--- src/rpc_pkg.sv ---
/*
 * constants for the redriver power-state sequencer
 * assumes a 25 MHz pclk and an APB register bus
 */
package rpc_pkg;
    // ----------------------------------------
    // clock and time base
    // ----------------------------------------
    localparam int CLK_PERIOD_NS = 40;
    localparam int OSC_TICK_NS = 1000;            // startup oscillator period
    localparam int OSC_DIV = OSC_TICK_NS / CLK_PERIOD_NS;
    localparam int LP1_TIME_MS = 2;
    localparam int DEBOUNCE_TIME_MS = 300;
    localparam int LP1_TICKS = LP1_TIME_MS * 1000000 / OSC_TICK_NS;
    localparam int DEBOUNCE_TICKS = DEBOUNCE_TIME_MS * 1000000 / OSC_TICK_NS;
    localparam int TIMER_W = 20;
    localparam int DIV_W = 8;
    // ----------------------------------------
    // register map
    // ----------------------------------------
    localparam logic [7:0] CTRL_ADDR = 8'h00;
    localparam logic [7:0] STATUS_ADDR = 8'h04;
    localparam int CTRL_LINK_PD_BIT = 0;
    localparam int CTRL_AUTO_MON_BIT = 1;
    localparam int CTRL_CS_LSB = 4;
    localparam int CTRL_EQ_LSB = 8;
    localparam logic [3:0] CS_RESET = 4'hf;
    localparam logic [3:0] EQ_RESET = 4'h0;
    // ----------------------------------------
    // fixed gain codes for the three-level pin
    // ----------------------------------------
    localparam logic [1:0] LEVEL_LOW = 2'h0;
    localparam logic [1:0] LEVEL_MID = 2'h1;
    localparam logic [1:0] LEVEL_HIGH = 2'h3;
    localparam logic [3:0] EQ_PIN_LOW = 4'h0;
    localparam logic [3:0] EQ_PIN_MID = 4'hc;
    localparam logic [3:0] EQ_PIN_HIGH = 4'hf;
    // ----------------------------------------
    // sequencer states, gray along the usual path
    // ----------------------------------------
    typedef enum logic [2:0] {
        state_reset = 3'h0,
        state_low_power_one = 3'h1,
        state_low_power_two = 3'h3,
        state_active = 3'h2,
        state_debounce_wait = 3'h6
    } rpc_state_type;
endpackage

--- src/rpc_power_seq.sv ---
/*
 * power-state sequencer of a four-lane video redriver with APB registers
 * assumes synchronous pins, presetn as power-on reset, pclk at 25 MHz
 */
// Local design decisions: the register offsets and the APB register port.
// How it works
// enable low holds power-down, all outputs released; high runs normally
// host keeps enable low until supply is stable
// host keeps enable low at least 100 us for a clean reset
// host rewrites programmed settings after every enable reset
// power-on starts in reset state with channels off
// reset release enters low power one, after 2 ms low power two
// hot-plug high in low power two enters active
// active turns regulator on; lanes follow its power-good
// hot-plug low in active enters wait and starts debounce
// hot-plug still low after 300 ms returns to low power two
// hot-plug back high within 300 ms returns to active
// active and wait keep every block powered
// in packet mode with one or two live lanes, others power off
// no input video powers the whole chip down
// optionally, no monitor powers the whole chip down
// link power-down register bit also powers down
// regulator and lanes on only in active or wait with select set
// unselected lanes always stay off
// display data pins pass through only while cable detect is high
// adaptive gain select low takes gain from three-level pin
// 2 ms and 300 ms timed on oscillator ticks; debounce restarts
`timescale 1ns/1ps
`default_nettype none
module rpc_power_seq #(
    parameter int LANES = 4,
    parameter int LP1_TICKS = rpc_pkg::LP1_TICKS,
    parameter int DEBOUNCE_TICKS = rpc_pkg::DEBOUNCE_TICKS
) (
    // clock and power-on reset
    input wire logic pclk,
    input wire logic presetn,
    // apb slave
    input wire logic psel,
    input wire logic penable,
    input wire logic pwrite,
    input wire logic [7:0] paddr,
    input wire logic [31:0] pwdata,
    output logic [31:0] prdata,
    output logic pready,
    output logic pslverr,
    // pins and analog status
    input wire logic enable_in,
    input wire logic sink_hotplug_in,
    input wire logic sink_cable_detect_in,
    input wire logic adaptive_gain_select,
    input wire logic [1:0] gain_level_pin,
    input wire logic reg_power_good_in,
    input wire logic [LANES-1:0] lane_signal_in,
    // power controls
    output logic reg_enable,
    output logic [LANES-1:0] lane_power,
    output logic [3:0] eq_setting,
    output logic outputs_enable,
    // display data channel, source side and sink side
    input wire logic display_data_clock_pin_in,
    output logic display_data_clock_pin_out,
    output logic display_data_clock_pin_oe,
    input wire logic display_data_line_pin_in,
    output logic display_data_line_pin_out,
    output logic display_data_line_pin_oe,
    input wire logic sink_data_clock_in,
    output logic sink_data_clock_out,
    output logic sink_data_clock_oe,
    input wire logic sink_data_line_in,
    output logic sink_data_line_out,
    output logic sink_data_line_oe
);
    // ----------------------------------------
    // state record
    // ----------------------------------------
    typedef struct packed {
        rpc_pkg::rpc_state_type st;
        logic [rpc_pkg::DIV_W-1:0] div;
        logic tick;
        logic [rpc_pkg::TIMER_W-1:0] timer;
        logic link_pd;
        logic auto_mon;
        logic [3:0] cs;
        logic [3:0] eq_reg;
        logic [31:0] rdata;
        logic ready;
        logic slverr;
        logic reg_en;
        logic [LANES-1:0] lanes;
        logic [3:0] eq;
        logic out_en;
        logic ck_src_oe;
        logic dl_src_oe;
        logic ck_snk_oe;
        logic dl_snk_oe;
    } rpc_regs_type;

    rpc_regs_type r_q;
    rpc_regs_type r_d;

    localparam logic [rpc_pkg::DIV_W-1:0] DIV_LAST =
        rpc_pkg::DIV_W'(rpc_pkg::OSC_DIV - 1);
    localparam logic [rpc_pkg::TIMER_W-1:0] LP1_LAST =
        rpc_pkg::TIMER_W'(LP1_TICKS - 1);
    localparam logic [rpc_pkg::TIMER_W-1:0] DEB_LAST =
        rpc_pkg::TIMER_W'(DEBOUNCE_TICKS - 1);

    // ----------------------------------------
    // next-state logic
    // ----------------------------------------
    logic chip_pd;
    logic in_run;
    logic few_lanes;
    logic [2:0] live;
    logic setup;
    logic wr_go;
    logic hit_ctrl;
    logic hit_stat;

    // all sequencing, register and power decisions in one pass
    always_comb begin
        r_d = r_q;
        live = 3'h0;
        for (int i = 0; i < LANES; i++) begin
            live = live + {2'h0, lane_signal_in[i]};
        end
        // startup oscillator tick from the pclk divider
        r_d.tick = 1'b0;
        if (r_q.div == DIV_LAST) begin
            r_d.div = '0;
            r_d.tick = 1'b1;
        end else begin
            r_d.div = r_q.div + 1'b1;
        end
        // sequencer; the two timed states count oscillator ticks, hot-plug moves act on any pclk
        case (r_q.st)
            rpc_pkg::state_reset: begin
                r_d.timer = '0;
                r_d.st = rpc_pkg::state_low_power_one;
            end
            rpc_pkg::state_low_power_one: begin
                if (r_q.tick) begin
                    if (r_q.timer == LP1_LAST) begin
                        r_d.st = rpc_pkg::state_low_power_two;
                    end else begin
                        r_d.timer = r_q.timer + 1'b1;
                    end
                end
            end
            rpc_pkg::state_low_power_two: begin
                if (sink_hotplug_in) begin
                    r_d.st = rpc_pkg::state_active;
                end
            end
            rpc_pkg::state_active: begin
                if (!sink_hotplug_in) begin
                    r_d.timer = '0;
                    r_d.st = rpc_pkg::state_debounce_wait;
                end
            end
            rpc_pkg::state_debounce_wait: begin
                if (sink_hotplug_in) begin
                    r_d.st = rpc_pkg::state_active;
                end else if (r_q.tick) begin
                    if (r_q.timer == DEB_LAST) begin
                        r_d.st = rpc_pkg::state_low_power_two;
                    end else begin
                        r_d.timer = r_q.timer + 1'b1;
                    end
                end
            end
            default: begin
                r_d.st = rpc_pkg::state_reset;
            end
        endcase
        // enable low forces the power-down reset state
        if (!enable_in) begin
            r_d.st = rpc_pkg::state_reset;
            r_d.timer = '0;
        end
        // whole-chip power-down causes
        chip_pd = !enable_in || r_q.link_pd
            || (lane_signal_in == '0)
            || (r_q.auto_mon && !sink_hotplug_in);
        in_run = (r_q.st == rpc_pkg::state_active)
            || (r_q.st == rpc_pkg::state_debounce_wait);
        few_lanes = !sink_cable_detect_in && (live != 3'h0) && (live < 3'h3);
        // regulator follows state and select decode; wait keeps it up
        r_d.reg_en = in_run && (r_q.cs != 4'h0)
            && !chip_pd;
        for (int i = 0; i < LANES; i++) begin
            r_d.lanes[i] = r_q.reg_en && reg_power_good_in
                && r_d.reg_en && r_q.cs[i]
                && (!few_lanes || lane_signal_in[i]);
        end
        r_d.out_en = enable_in;
        // gain source: fixed pin or register
        if (!adaptive_gain_select) begin
            case (gain_level_pin)
                rpc_pkg::LEVEL_LOW: r_d.eq = rpc_pkg::EQ_PIN_LOW;
                rpc_pkg::LEVEL_MID: r_d.eq = rpc_pkg::EQ_PIN_MID;
                rpc_pkg::LEVEL_HIGH: r_d.eq = rpc_pkg::EQ_PIN_HIGH;
                default: r_d.eq = rpc_pkg::EQ_PIN_MID;
            endcase
        end else begin
            r_d.eq = r_q.eq_reg;
        end
        // display data pass-through, never echoing our own pull-down
        r_d.ck_src_oe = enable_in && sink_cable_detect_in
            && !sink_data_clock_in && !r_q.ck_snk_oe;
        r_d.dl_src_oe = enable_in && sink_cable_detect_in
            && !sink_data_line_in && !r_q.dl_snk_oe;
        r_d.ck_snk_oe = enable_in && sink_cable_detect_in
            && !display_data_clock_pin_in && !r_q.ck_src_oe;
        r_d.dl_snk_oe = enable_in && sink_cable_detect_in
            && !display_data_line_pin_in && !r_q.dl_src_oe;
        // apb: answer prepared in setup, completed in first access cycle
        setup = psel && !penable;
        wr_go = psel && penable && r_q.ready && pwrite;
        hit_ctrl = (paddr == rpc_pkg::CTRL_ADDR);
        hit_stat = (paddr == rpc_pkg::STATUS_ADDR);
        r_d.ready = setup;
        r_d.slverr = setup && !hit_ctrl && !hit_stat;
        if (setup) begin
            r_d.rdata = '0;
            if (hit_ctrl) begin
                r_d.rdata[rpc_pkg::CTRL_LINK_PD_BIT] = r_q.link_pd;
                r_d.rdata[rpc_pkg::CTRL_AUTO_MON_BIT] = r_q.auto_mon;
                r_d.rdata[rpc_pkg::CTRL_CS_LSB +: 4] = r_q.cs;
                r_d.rdata[rpc_pkg::CTRL_EQ_LSB +: 4] = r_q.eq_reg;
            end else if (hit_stat) begin
                r_d.rdata = {14'h0, r_q.eq, r_q.lanes, r_q.reg_en,
                    reg_power_good_in, 2'h0, sink_cable_detect_in,
                    sink_hotplug_in, 1'b0, r_q.st};
            end
        end
        if (wr_go && hit_ctrl) begin
            r_d.link_pd = pwdata[rpc_pkg::CTRL_LINK_PD_BIT];
            r_d.auto_mon = pwdata[rpc_pkg::CTRL_AUTO_MON_BIT];
            r_d.cs = pwdata[rpc_pkg::CTRL_CS_LSB +: 4];
            r_d.eq_reg = pwdata[rpc_pkg::CTRL_EQ_LSB +: 4];
        end
    end

    // ----------------------------------------
    // state register
    // ----------------------------------------
    // power-on reset puts the sequencer in its reset state, all off
    always_ff @(posedge pclk or negedge presetn) begin
        if (!presetn) begin
            r_q <= '0;
            r_q.st <= rpc_pkg::state_reset;
            r_q.cs <= rpc_pkg::CS_RESET;
            r_q.eq_reg <= rpc_pkg::EQ_RESET;
        end else begin
            r_q <= r_d;
        end
    end

    // ----------------------------------------
    // outputs from flip-flops, data pin out levels tied low
    // ----------------------------------------
    assign prdata = r_q.rdata;
    assign pready = r_q.ready;
    assign pslverr = r_q.slverr;
    assign reg_enable = r_q.reg_en;
    assign lane_power = r_q.lanes;
    assign eq_setting = r_q.eq;
    assign outputs_enable = r_q.out_en;
    assign display_data_clock_pin_out = 1'b0; // open drain, low only
    assign display_data_clock_pin_oe = r_q.ck_src_oe;
    assign display_data_line_pin_out = 1'b0;
    assign display_data_line_pin_oe = r_q.dl_src_oe;
    assign sink_data_clock_out = 1'b0;
    assign sink_data_clock_oe = r_q.ck_snk_oe;
    assign sink_data_line_out = 1'b0;
    assign sink_data_line_oe = r_q.dl_snk_oe;
endmodule // rpc_power_seq
`default_nettype wire

--- config.mk ---
export PLATFORM = sky130hd
export DESIGN_NAME = rpc_power_seq
export DESIGN_NICKNAME = d
export VERILOG_FILES = /design/src/rpc_pkg.sv /design/src/rpc_power_seq.sv
export SDC_FILE = /design/constraint.sdc
export NUM_CORES = 1
export LEC_CHECK = 0
export BUFFER_PORTS_ARGS = -buffer_cell sky130_fd_sc_hd__buf_2
export CAP_MARGIN = 20
export CORE_MARGIN = 2
export CORE_UTILIZATION = 56
export CTS_CLUSTER_DIAMETER = 40
export DETAILED_ROUTE_END_ITERATION = 6
export PLACE_DENSITY_LB_ADDON = 0.15
export REMOVE_ABC_BUFFERS = 1
export SETUP_SLACK_MARGIN = 0.02
export SYNTH_ARGS = -nofsm -noshare
export SYNTH_HDL_FRONTEND = slang
export SYNTH_SLANG_ARGS = --single-unit
--- constraint.sdc ---
create_clock -name pclk -period 3.2 [get_ports pclk]
set_input_delay 0.64 -clock pclk [delete_from_list [all_inputs] [get_ports pclk]]
set_output_delay 0.64 -clock pclk [all_outputs]
set_load 0.01 [all_outputs]
==> results list <==
* Pwr per Cell Area: 423 mW/mm^2
* Dominant cell type by area after synthesis: sky130_fd_sc_hd__dfrtp_1
- Global-route usage over all layers: 21.7%
* Number of hold-repair buffers added at the cts stage: 0
* Post-synthesis share of cell area spent on and, or, nand and nor gates: 15.0%
- Cells fill 63.2% of the core in the end.
- After detailed routing, the number of remaining DRC violations is 0.
- After synthesis the netlist holds a flip-flop and latch count of 75.
- The tightest hold path in the finished design has a slack of 0.423 ns.
- After clock tree synthesis, the clock-pin slew on the worst setup and hold paths is 0.07 ns.
- At the later pin of the worst-skew pair, clock insertion delay measures 0.35 ns.
- Post-layout total power: 1.82 mW
* Syn Std Cell Area: 0.00393 mm^2
* Total vias in the final route: 2934
- Die boundary height: 87.8 um
* Sequential fraction of the synthesis area: 47.9%
* Relative max-transition margin: 37.5%
- After clock tree synthesis, the repair step resized 0 gates.
- LEAKAGE: 2.18 nW
* Number of buffers on the longest clock path: 2
* Count of nets after finishing: 492
* CTS H-tree depth: 3
- Total clock buffers created by CTS: 9
- Buffers inserted during post-CTS setup optimization: 0
- The number of pins exceeding their max-slew limit in the final report is 0.
* Wire length reported by the detailed router: 7890 um
* Tmin final: 2.38 ns
* Final Hold Vio Count: 0
- For this run, asynchronously set or reset flops after synthesis account for 100%.
- Weighted congestion reported at the end of routability-driven placement: 0.822
* Critical path data required time: 3.45 ns
- The number of different library cells used by synthesis comes to 49.
* Synth Flop Type: sky130_fd_sc_hd__dfrtp_1
- Synthesis handed over a netlist of 383 instances.
* First-pass GRT wire length: 12900 um
- Number of rows created at floorplan: 30
- Yosys warning total: 0
- Synthesized-area fraction occupied by adder cells: 2.42%
- Setup_tns: 0 ns
- Based on the critical path, the design can be clocked at up to 0.420 GHz.
- Filler cell count: 567
- Floorplan die area: 0.00770 mm^2
- DR WL/cell: 15.0 um
- Post-detailed-route count of antenna-violating nets: 0
* Type of the most critical hold path: reg -> reg
- Outcome: finished clean
- Area growth from synthesis to layout: 9.27%
- Standard cell core area: 0.00679 mm^2
- Xor/xnor cell area share of the yosys netlist: 1.56%
- Detailed Routing Iterations Pass 1: 4
* Total of buffers placed on input and output ports: 70
- Worst Setup Path Type: reg -> reg
- Largest net degree at the start of global routing: 76
* Max capacitance violation total: 0
* Setup repair after global routing missed its margin: no
- By area, the combinational part of the netlist is dominated by compound AO/OA/AOI/OAI gates.
- From left edge to right edge, the die measures 87.8 um.
* Root buf cell: sky130_fd_sc_hd__clkbuf_8
* Post-synth EDFFs: 0
* Estimated wirelength of the detail-placed design: 5430 um
- Critical path fanouts, max: 14
* Share of the clock period used by the worst path after layout: 74.5%
- Clock tree sinks: 75
* Most frequent standard cell in the layout excluding fill and tap cells: sky130_fd_sc_hd__dfrtp_1
* Worst ir drop on vdd: 223 uV
- Number of antenna repair diodes: 0
- Starting utilization of the core area: 57.8%
* First-iteration detailed-routing DRC count: 114
- STA classifies the critical path startpoint as a flip-flop.
* Commonest non-fill, non-tap cells in the layout: sky130_fd_sc_hd__dfrtp_1 (71), sky130_fd_sc_hd__buf_2 (69), sky130_fd_sc_hd__nand2_1 (32)
- In the synthesized netlist, mux cells make up 4.33% of the area.
- TritonCTS built the clock tree.
- Sum of overflow across all layers after global routing: 0
- Drt via density: 5.58
* Number of global-route vias before repair: 2754
- Number of ports placed on the die boundary: 112
- Biggest area contributors in the synthesized netlist: sky130_fd_sc_hd__dfrtp_1 (45%), sky130_fd_sc_hd__buf_4 (8.6%), sky130_fd_sc_hd__o31ai_1 (3.2%)
* Final count of negative-setup-slack endpoints: 0
- STA classifies the critical path endpoint as a flip-flop.
- For the pin with the worst max-slew slack, the measured transition is 0.937 ns.
- Data arrival time at the worst-slack endpoint: 2.63 ns
- Initial antenna violation count: 0
- Share of final-layout standard cells stronger than drive strength 1: 26.3%
- In this run the biggest area consumer among cell types represents 45.2% of the synthesized area.
- Dividing the synthesized area by the synthesized cell count gives 10.3 um^2.
* Share of the synthesized area in compound gates (AO/OA/AOI/OAI): 16.7%
* Worst setup skew after layout: 0.00364 ns
==> kinds of logic after synthesis <==
family	Yosys count
and+or+nand+nor	114
AOI/OAI and AO/OA	89
DFF	75
buffers and inverters	74
muxes	16
adders and majority gates	7
xor gates and xnor gates	7
other	1
==> final timing paths <==
check,startpoint,to,slack [ns],cells after the start
worst min-delay path,sink_data_clock_oe,display_data_clock_pin_oe,0.42,1
worst max register to register,r_q[58],r_q[76],0.82,7
min in group asynchronous,presetn,prdata[17],0.43,1
worst max-delay path,r_q[58],r_q[76],0.82,7
worst min register to register,sink_data_clock_oe,display_data_clock_pin_oe,0.42,1
max in group asynchronous,presetn,r_q[73],2.16,1
==> cells in the mapped netlist, types with 5 or more instances <==
cell type	instances
sky130_fd_sc_hd__dfrtp_1	71
sky130_fd_sc_hd__buf_4	45
sky130_fd_sc_hd__nand2_1	32
sky130_fd_sc_hd__o21ai_0	20
sky130_fd_sc_hd__o31ai_1	17
sky130_fd_sc_hd__nor2_1	16
sky130_fd_sc_hd__nand3_1	15
sky130_fd_sc_hd__a21oi_1	11
sky130_fd_sc_hd__inv_1	11
sky130_fd_sc_hd__clkbuf_1	9
sky130_fd_sc_hd__nor3_1	9
sky130_fd_sc_hd__mux2_2	8
sky130_fd_sc_hd__mux2i_1	8
sky130_fd_sc_hd__o31ai_2	8
sky130_fd_sc_hd__a22o_1	7
sky130_fd_sc_hd__and3_1	7
sky130_fd_sc_hd__nand4_1	7
sky130_fd_sc_hd__buf_2	6
sky130_fd_sc_hd__ha_1	6
sky130_fd_sc_hd__a31oi_1	5
sky130_fd_sc_hd__nor2b_1	5
sky130_fd_sc_hd__o211a_1	5
==> state kept, by name, summed over array words and instances, names as in the netlist <==
signal,cells
reg_enable,1
pready,1
display_data_line_pin_oe,1
lane_power,4
r_q,42
eq_setting,4
sink_data_clock_oe,1
sink_data_line_oe,1
pslverr,1
display_data_clock_pin_oe,1
prdata,17
outputs_enable,1
==> stage by stage <==
stage	cell area, um^2	instances	setup WS (ns)
after floorplan	3570	338	0.590
after global placement	4100	510	0.656
after detailed placement	4100	510	0.625
after CTS	4290	526	0.806
after global routing	4290	526	0.652
final	4290	526	0.816
==> metal layers <==
metal / wire (um) / vias up / part of all wire [%] / global-route usage (%)
met4: 121 / 0 / 1.5 / 8.95
met3: 452 / 11 / 5.7 / 5.47
met5: 0 / - / 0 / 0
met1: 3530 / 1417 / 45 / 28.5
met2: 3790 / 100 / 48 / 34.6
li1: - / 1406 / - / -
==> report_power, final <==
group	switching [mW]	leakage [nW]	internal (mW)
Clock	0.341	0.0991	0.378
Combinational	0.0867	1.09	0.0490
Sequential	0.00671	0.995	0.957
==> worst max-delay path: stages, from the launching register on <==
cell and delay (ns):
sky130_fd_sc_hd__dfrtp_1 0.43, sky130_fd_sc_hd__ha_1 0.26, sky130_fd_sc_hd__nand3_1 0.18, sky130_fd_sc_hd__nor4_1 0.10
sky130_fd_sc_hd__a32o_1 0.27, sky130_fd_sc_hd__or3_1 0.54, sky130_fd_sc_hd__buf_12 0.22, sky130_fd_sc_hd__o41ai_2 0.29
==> cell type report <==
class	count	area [um^2]	share of cell area (%)
Multi-Input combinational cell	252	1650	38.3
Clock buffer	11	141	3.29
Inverter	11	41.3	0.962
Clock inverter	5	52.6	1.22
Tap cell	96	120	2.80
Timing Repair Buffer	76	410	9.56
Sequential cell	75	1880	43.8
Power figures use the tool's default switching activity.
